[config.mk]
export PLATFORM = sky130hd
export DESIGN_NAME = dcc_comparator_control
export DESIGN_NICKNAME = d
export VERILOG_FILES = /design/src/rtl/dcc_pkg.sv /design/src/rtl/dcc_comparator_control.sv
export VERILOG_INCLUDE_DIRS = /design/src /design/src/rtl
export SDC_FILE = /design/constraint.sdc
export NUM_CORES = 1
export LEC_CHECK = 0
export ABC_AREA = 1
export BUFFER_PORTS_ARGS = -buffer_cell sky130_fd_sc_hd__buf_2
export CAP_MARGIN = 20
export CORE_ASPECT_RATIO = 0.7
export CORE_MARGIN = 10
export CORE_UTILIZATION = 23
export CTS_BUF_LIST = sky130_fd_sc_hd__clkbuf_16
export CTS_CLUSTER_DIAMETER = 30
export DETAILED_ROUTE_END_ITERATION = 8
export PLACE_DENSITY = 0.44
export SLEW_MARGIN = 10
export SYNTH_ARGS = -nofsm -noshare
export SYNTH_HDL_FRONTEND = slang
export SYNTH_SLANG_ARGS = --single-unit
[constraint.sdc]
create_clock -name clk -period 1.55 [get_ports clk]
set_input_delay 0.155 -clock clk [delete_from_list [all_inputs] [get_ports clk]]
set_output_delay 0.155 -clock clk [all_outputs]
set_load 0.1 [all_outputs]
[src/rtl/dcc_consts.svh]
// register offsets, field positions and reset values of the comparator control block
`ifndef DCC_CONSTS_SVH
`define DCC_CONSTS_SVH

`define DCC_OFF_CFG_ONE     8'h00
`define DCC_OFF_CFG_TWO     8'h04
`define DCC_OFF_SHARED      8'h08
`define DCC_OFF_OUT_STATUS  8'h0C
`define DCC_OFF_WAKE_FLAGS  8'h10
`define DCC_OFF_IRQ_STATUS  8'h14
`define DCC_OFF_IRQ_MASK    8'h18

`define DCC_CFG_ENABLE      0
`define DCC_CFG_REF_LO      1
`define DCC_CFG_REF_HI      2
`define DCC_CFG_IRQ_EN      3
`define DCC_CFG_RISING      4
`define DCC_SH_HYST_LO      0
`define DCC_SH_HYST_HI      1
`define DCC_SH_LOW_POWER    2

`define DCC_CH_ONE          0
`define DCC_CH_TWO          1
`define DCC_NUM_CH          2

`define DCC_RST_LOW_POWER   1'h0
`define DCC_RST_MASK        2'h0

`endif

[src/rtl/dcc_pkg.sv]
// types shared by the comparator control block
`default_nettype none
package dcc_pkg;

	typedef enum logic [1:0] {
		ref_sel_external_pin  = 2'b00,
		ref_sel_converter_out = 2'b01,
		ref_sel_internal_ref  = 2'b10
	} dcc_ref_sel_t;

	typedef enum logic [1:0] {
		hyst_level_zero   = 2'b00,
		hyst_level_ten    = 2'b01,
		hyst_level_twenty = 2'b10,
		hyst_level_forty  = 2'b11
	} dcc_hyst_t;

	typedef struct packed {
		logic         edgeSelectRising;
		logic         channelIrqEnable;
		dcc_ref_sel_t referenceSelect;
		logic         enable;
	} dcc_chan_cfg_t;

endpackage : dcc_pkg

`default_nettype wire

[src/rtl/dcc_comparator_control.sv]
// comparator control: avalon register slave, edge interrupts and wake flags
`timescale 1ns/1ps
`default_nettype none
`include "dcc_consts.svh"

// Summary of operation
// - two independent channels, each with enable, reference, irq enable and edge select
// - one hysteresis field for both channels; the latest write wins
// - hysteresis code of two bits selects 0, 10, 20 or 40 mV
// - each channel selects external pin, converter output or internal reference
// - enabling a channel also turns shared low-power mode on
// - low-power mode is one setting driven to both comparators
// - clearing one channel's enable leaves the other channel untouched
// - per-channel irq enable lets an event interrupt and also wake
// - edge select high triggers on rising above reference, low on falling below
// - thresholds include hysteresis, applied by the analogue core from the code
// - events go out on the system-controller interrupt line and, while asleep, on the wake request
// - status reads one live output bit per channel, 1 meaning above reference
// - wake flags per channel set on a wake event, held until read
// - reading the wake flags clears the ones the read returns
module dcc_comparator_control
	import dcc_pkg::*;
(
	input  wire logic          clk,
	input  wire logic          rstn,
	input  wire logic [7:0]    avsAddress,
	input  wire logic          avsRead,
	input  wire logic          avsWrite,
	input  wire logic [31:0]   avsWriteData,
	input  wire logic [3:0]    avsByteEnable,
	output logic      [31:0]   avsReadData,
	output logic               avsWaitRequest,
	input  wire logic [1:0]    cmpOut,
	input  wire logic          sleepActive,
	output dcc_chan_cfg_t      cfgOne,
	output dcc_chan_cfg_t      cfgTwo,
	output dcc_hyst_t          hysteresisCode,
	output logic               lowPowerSelect,
	output logic               sysCtrlIrq,
	output logic               wakeRequest
);

	// ************************************************************
	// state
	// ************************************************************
	logic [1:0]    cmpMeta;
	logic [1:0]    cmpSync;
	logic [1:0]    cmpPrev;
	logic          sleepMeta;
	logic          sleepSync;
	logic [1:0]    wakeFlags;
	logic [1:0]    irqStatus;
	logic [1:0]    irqMask;
	logic [1:0]    outStatus;

	dcc_chan_cfg_t next_cfgOne;
	dcc_chan_cfg_t next_cfgTwo;
	dcc_hyst_t     next_hysteresisCode;
	logic          next_lowPowerSelect;
	logic [1:0]    next_wakeFlags;
	logic [1:0]    next_irqStatus;
	logic [1:0]    next_irqMask;
	logic [31:0]   next_avsReadData;
	logic          next_avsWaitRequest;
	logic          next_sysCtrlIrq;
	logic          next_wakeRequest;

	logic          request;
	logic          accept;
	logic          wrLow;
	logic [1:0]    event2;
	logic [1:0]    riseSeen;
	logic [1:0]    fallSeen;

	// ************************************************************
	// helpers
	// ************************************************************
	function automatic dcc_chan_cfg_t cfg_from_word(input logic [31:0] w);
		dcc_chan_cfg_t c;
		c.enable           = w[`DCC_CFG_ENABLE];
		c.referenceSelect  = dcc_ref_sel_t'(w[`DCC_CFG_REF_HI:`DCC_CFG_REF_LO]);
		c.channelIrqEnable = w[`DCC_CFG_IRQ_EN];
		c.edgeSelectRising = w[`DCC_CFG_RISING];
		return c;
	endfunction : cfg_from_word

	function automatic logic [31:0] cfg_to_word(input dcc_chan_cfg_t c);
		logic [31:0] w;
		w = 32'h0000_0000;
		w[`DCC_CFG_ENABLE]                = c.enable;
		w[`DCC_CFG_REF_HI:`DCC_CFG_REF_LO] = c.referenceSelect;
		w[`DCC_CFG_IRQ_EN]                = c.channelIrqEnable;
		w[`DCC_CFG_RISING]                = c.edgeSelectRising;
		return w;
	endfunction : cfg_to_word

	// ************************************************************
	// next-state logic
	// ************************************************************
	always_comb begin
		request  = avsRead | avsWrite;
		// a request is taken only at the edge where waitrequest is already low
		accept   = request & ~avsWaitRequest;
		wrLow    = accept & avsWrite & avsByteEnable[0];
		riseSeen = cmpSync & ~cmpPrev;
		fallSeen = ~cmpSync & cmpPrev;
		event2[`DCC_CH_ONE] = cfgOne.enable & cfgOne.channelIrqEnable &
			(cfgOne.edgeSelectRising ? riseSeen[`DCC_CH_ONE] : fallSeen[`DCC_CH_ONE]);
		event2[`DCC_CH_TWO] = cfgTwo.enable & cfgTwo.channelIrqEnable &
			(cfgTwo.edgeSelectRising ? riseSeen[`DCC_CH_TWO] : fallSeen[`DCC_CH_TWO]);

		next_cfgOne         = cfgOne;
		next_cfgTwo         = cfgTwo;
		next_hysteresisCode = hysteresisCode;
		next_lowPowerSelect = lowPowerSelect;
		next_irqMask        = irqMask;
		next_irqStatus      = irqStatus;
		next_wakeFlags      = wakeFlags;

		if (wrLow && avsAddress == `DCC_OFF_CFG_ONE) begin
			next_cfgOne = cfg_from_word(avsWriteData);
			if (avsWriteData[`DCC_CFG_ENABLE] && !cfgOne.enable) begin
				next_lowPowerSelect = 1'b1;
			end
		end else if (wrLow && avsAddress == `DCC_OFF_CFG_TWO) begin
			next_cfgTwo = cfg_from_word(avsWriteData);
			if (avsWriteData[`DCC_CFG_ENABLE] && !cfgTwo.enable) begin
				next_lowPowerSelect = 1'b1;
			end
		end else if (wrLow && avsAddress == `DCC_OFF_SHARED) begin
			next_hysteresisCode = dcc_hyst_t'(avsWriteData[`DCC_SH_HYST_HI:`DCC_SH_HYST_LO]);
			next_lowPowerSelect = avsWriteData[`DCC_SH_LOW_POWER];
		end else if (wrLow && avsAddress == `DCC_OFF_IRQ_STATUS) begin
			next_irqStatus = irqStatus & ~avsWriteData[1:0];
		end else if (wrLow && avsAddress == `DCC_OFF_IRQ_MASK) begin
			next_irqMask = avsWriteData[1:0];
		end

		if (accept && avsRead && avsAddress == `DCC_OFF_WAKE_FLAGS) begin
			// clear what the answer carries: a flag set after the data was
			// latched in the wait cycle would otherwise be lost unread
			next_wakeFlags = wakeFlags & ~avsReadData[1:0];
		end
		// set wins over a clear in the same cycle
		next_irqStatus = next_irqStatus | event2;
		next_wakeFlags = next_wakeFlags | (event2 & {2{sleepSync}});

		next_sysCtrlIrq  = |(next_irqStatus & next_irqMask);
		next_wakeRequest = sleepSync & |event2;

		// read data is latched in the cycle before the answer
		next_avsReadData = 32'h0000_0000;
		if (avsAddress == `DCC_OFF_CFG_ONE) begin
			next_avsReadData = cfg_to_word(cfgOne);
		end else if (avsAddress == `DCC_OFF_CFG_TWO) begin
			next_avsReadData = cfg_to_word(cfgTwo);
		end else if (avsAddress == `DCC_OFF_SHARED) begin
			next_avsReadData[`DCC_SH_HYST_HI:`DCC_SH_HYST_LO] = hysteresisCode;
			next_avsReadData[`DCC_SH_LOW_POWER]              = lowPowerSelect;
		end else if (avsAddress == `DCC_OFF_OUT_STATUS) begin
			next_avsReadData[1:0] = outStatus;
		end else if (avsAddress == `DCC_OFF_WAKE_FLAGS) begin
			next_avsReadData[1:0] = wakeFlags;
		end else if (avsAddress == `DCC_OFF_IRQ_STATUS) begin
			next_avsReadData[1:0] = irqStatus;
		end else if (avsAddress == `DCC_OFF_IRQ_MASK) begin
			next_avsReadData[1:0] = irqMask;
		end
		if (!(avsRead && avsWaitRequest)) begin
			next_avsReadData = avsReadData;
		end
		// one wait cycle, then one answer cycle, then waitrequest rises again
		next_avsWaitRequest = ~(request & avsWaitRequest);
	end

	// ************************************************************
	// registers
	// ************************************************************
	always_ff @(posedge clk) begin
		if (!rstn) begin
			cmpMeta        <= 2'h0;
			cmpSync        <= 2'h0;
			cmpPrev        <= 2'h0;
			sleepMeta      <= 1'b0;
			sleepSync      <= 1'b0;
			outStatus      <= 2'h0;
			cfgOne         <= '0;
			cfgTwo         <= '0;
			hysteresisCode <= hyst_level_zero;
			lowPowerSelect <= `DCC_RST_LOW_POWER;
			irqMask        <= `DCC_RST_MASK;
			irqStatus      <= 2'h0;
			wakeFlags      <= 2'h0;
			avsReadData    <= 32'h0000_0000;
			avsWaitRequest <= 1'b1;
			sysCtrlIrq     <= 1'b0;
			wakeRequest    <= 1'b0;
		end else begin
			cmpMeta        <= cmpOut;
			cmpSync        <= cmpMeta;
			cmpPrev        <= cmpSync;
			sleepMeta      <= sleepActive;
			sleepSync      <= sleepMeta;
			outStatus      <= cmpSync;
			cfgOne         <= next_cfgOne;
			cfgTwo         <= next_cfgTwo;
			hysteresisCode <= next_hysteresisCode;
			lowPowerSelect <= next_lowPowerSelect;
			irqMask        <= next_irqMask;
			irqStatus      <= next_irqStatus;
			wakeFlags      <= next_wakeFlags;
			avsReadData    <= next_avsReadData;
			avsWaitRequest <= next_avsWaitRequest;
			sysCtrlIrq     <= next_sysCtrlIrq;
			wakeRequest    <= next_wakeRequest;
		end
	end
endmodule : dcc_comparator_control

`default_nettype wire

==> results.toml <==
[logic_synthesis]
yosysTopAreaCell = "dfxtp_1"
ys.flop_type = "dfxtp_1"
synth_warnings = 0
synthArstFlopShare = 0
yosysSeqAreaShare = 0.381
synth_most_common_cell = "dfxtp_1"
syn_area_um2 = 1840
ys_top_cells_by_area = "dfxtp_1 (38%), buf_4 (11%), inv_1 (6.5%), nand2_1 (6.3%), a21oi_1 (5.7%)"
yosys-top-cells-count = "dfxtp_1 (35), inv_1 (32), nand2_1 (31), buf_4 (27)"
synth_seq_cells = 35
synth_top_cell_area_share = 0.381
synth_cell_types = 25
synth_edf_count = 0
synth_cells = 248
avgSynthCellArea_um2 = 7.41

[final_layout]
seqCellArea_um2 = 708
fin_cells = 398
drive_gt1_frac = 0.296
fill_cells = 855
antenna_cells = 0
multiInputGateArea_um2 = 860
final_nets = 347
synthToLayoutAreaGrowth_pct = 23.0
final_cell_area_um2 = 2260

[cts]
clock_sinks = 35
cts_hold_buf = 0
post-cts-setup-buffers = 0
clockBufferDepth = 2
h-tree-depth = 2
clk_latency_ps = 280
cts_buffers = 5
cts_resized = 0
clk_pin_slew_worst_paths_ps = 60
cts_tree = "yes"
cts_root_buffer = "clkbuf_16"

[route]
detail-route-antenna-nets = 0
first_pass_iters = 6
routed_wl_um = 5090
via_per_inst = 3.96
drtIter0Drc = 87
drcViolationCount = 0
wl_per_cell_um = 12.8
dr_total_vias = 1575

[worst_setup_path]
worstPathArrival_ps = 1230
end_kind = "output pin"
crit_chain = "buf_2"
cpPeakStageDelay_ps = 490
slowest_stage = "buf_2"
required_ps = 1390
start_kind = "register"
cp.buffers_inverters = 1
worstSetupPathType = "register to output pin"
crit_family = "buffers and inverters"
cp_max_fo = 6

[floorplan]
ios = 99
rows = 27
fp.dieW_um = 127
core_area_um2 = 7800
dieArea_um2 = 12000
die_y_um = 94.8
initial_core_util = 0.235

[placed_design]
placed_area_um2 = 2090
dp_cells = 390
dpl_worst_slack_ps = 124
dp_hpwl_um = 4120
place.gp.congestion = 0.771
io_buffers = 41

[timing]
grt_setup_unrepaired = "no"
setup_violations = 0
drv_slew = 0
max_freq_mhz = 720
fin_crit_sh = 0.896
setup_ws_ps = 161
setup_tns_ps = 0
finalClockSkew_ps = 4.28
min_period_ps = 1390
hold_violations = 0

[global_route]
grt_pass1_vias = 1507
grtUsageTotal = 0.0827
antenna_found_initial = 0
grt_max_degree = 15
grt_pass1_wl_um = 7850
overflow = 0

[power]
p_leak_nw = 1.17
power_density_nw_per_um2 = 1130
peakVddDrop_v = 0.000359

[worst_hold_path]
min_path_type = "input pin to register"

[run]
maxCapViolations = 0

[run_status]
status = "finished, final reports clean"
[cell families (layout without fill, tap and decap cells)]
kind of cell,Yosys count,count (layout),synth area share
and+or+nand+nor,87,87,0.251
DFF,35,35,0.381
AOI/OAI and AO/OA,53,53,0.161
other,1,27,0.00204
buffers and inverters,72,95,0.204
[where the power goes]
| group | switching [W] | internal (W) |
|---|---|---|
| combinational | 0.000432 | 0.0000507 |
| clock | 0.000394 | 0.000758 |
| sequential | 0.00000884 | 0.000917 |
| total | 0.000835 | 0.00172 |
[placed cells by master, fill, tap and decap left out, types with 2 or more instances in the layout]
cell type  count
buf_2         41
inv_1         32
nand2_1       31
dfxtp_1       29
conb_1        27
nor2_1        21
a21oi_1       21
o21ai_0       20
nand3_1       11
inv_2          9
nand4_1        7
dfxtp_2        6
clkbuf_16      5
nand2_2        4
nor2_2         4
buf_4          4
nand2_4        3
nor2_4         3
o211ai_1       3
o21ai_1        3
o2111ai_1      3
nor2_8         2
[stage by stage]
| stage | hold WS [ps] | total power (W) | util |
|---|---|---|---|
| 6_report | 51.3 | 0.00256 | 0.289 |
| 2_1_floorplan | 253 | 0.00141 | - |
| 3_5_place_dp | 339 | 0.00142 | 0.268 |
| 3_3_place_gp | 336 | 0.00142 | 0.268 |
| 5_1_grt | 56.2 | 0.00266 | 0.289 |
| 4_1_cts | 46.4 | 0.00258 | 0.289 |
[path summary, 6_finish.rpt]
check | slack [ps] | depth (start not counted) | start | end
worst max-delay path | 160 | 1 | cfgTwo[0] | cfgTwo[0]
worst max register to register | 210 | 8 | avsWaitRequest | sysCtrlIrq
worst min register to register | 410 | 2 | cmpMeta[0] | cmpSync[0]
worst min-delay path | 50 | 3 | cmpOut[1] | cmpMeta[1]
[layout make-up]
cell class,instances,area share
clock buffers,5,0.0554
multi-input cells,167,0.381
well taps,101,0.0560
repair buffers,45,0.104
clock inverters,3,0.0194
inverters,42,0.0709
flip-flops and latches,35,0.314
[flip-flops by register name, summed over array words and instances, names as in the netlist, 2 cells and up]
signal,count
cfgTwo,5
wakeFlags,2
cmpSync,2
cfgOne,5
outStatus,2
irqStatus,2
hysteresisCode,2
irqMask,2
avsReadData,5
cmpMeta,2
[metal layers]
layer	track usage	wire length, um
met1	0.107	2440
met2	0.121	2240
met3	0.0409	374
met4	0.0170	29
met5	0	0
Note: power is estimated with default switching activity, not from simulation.
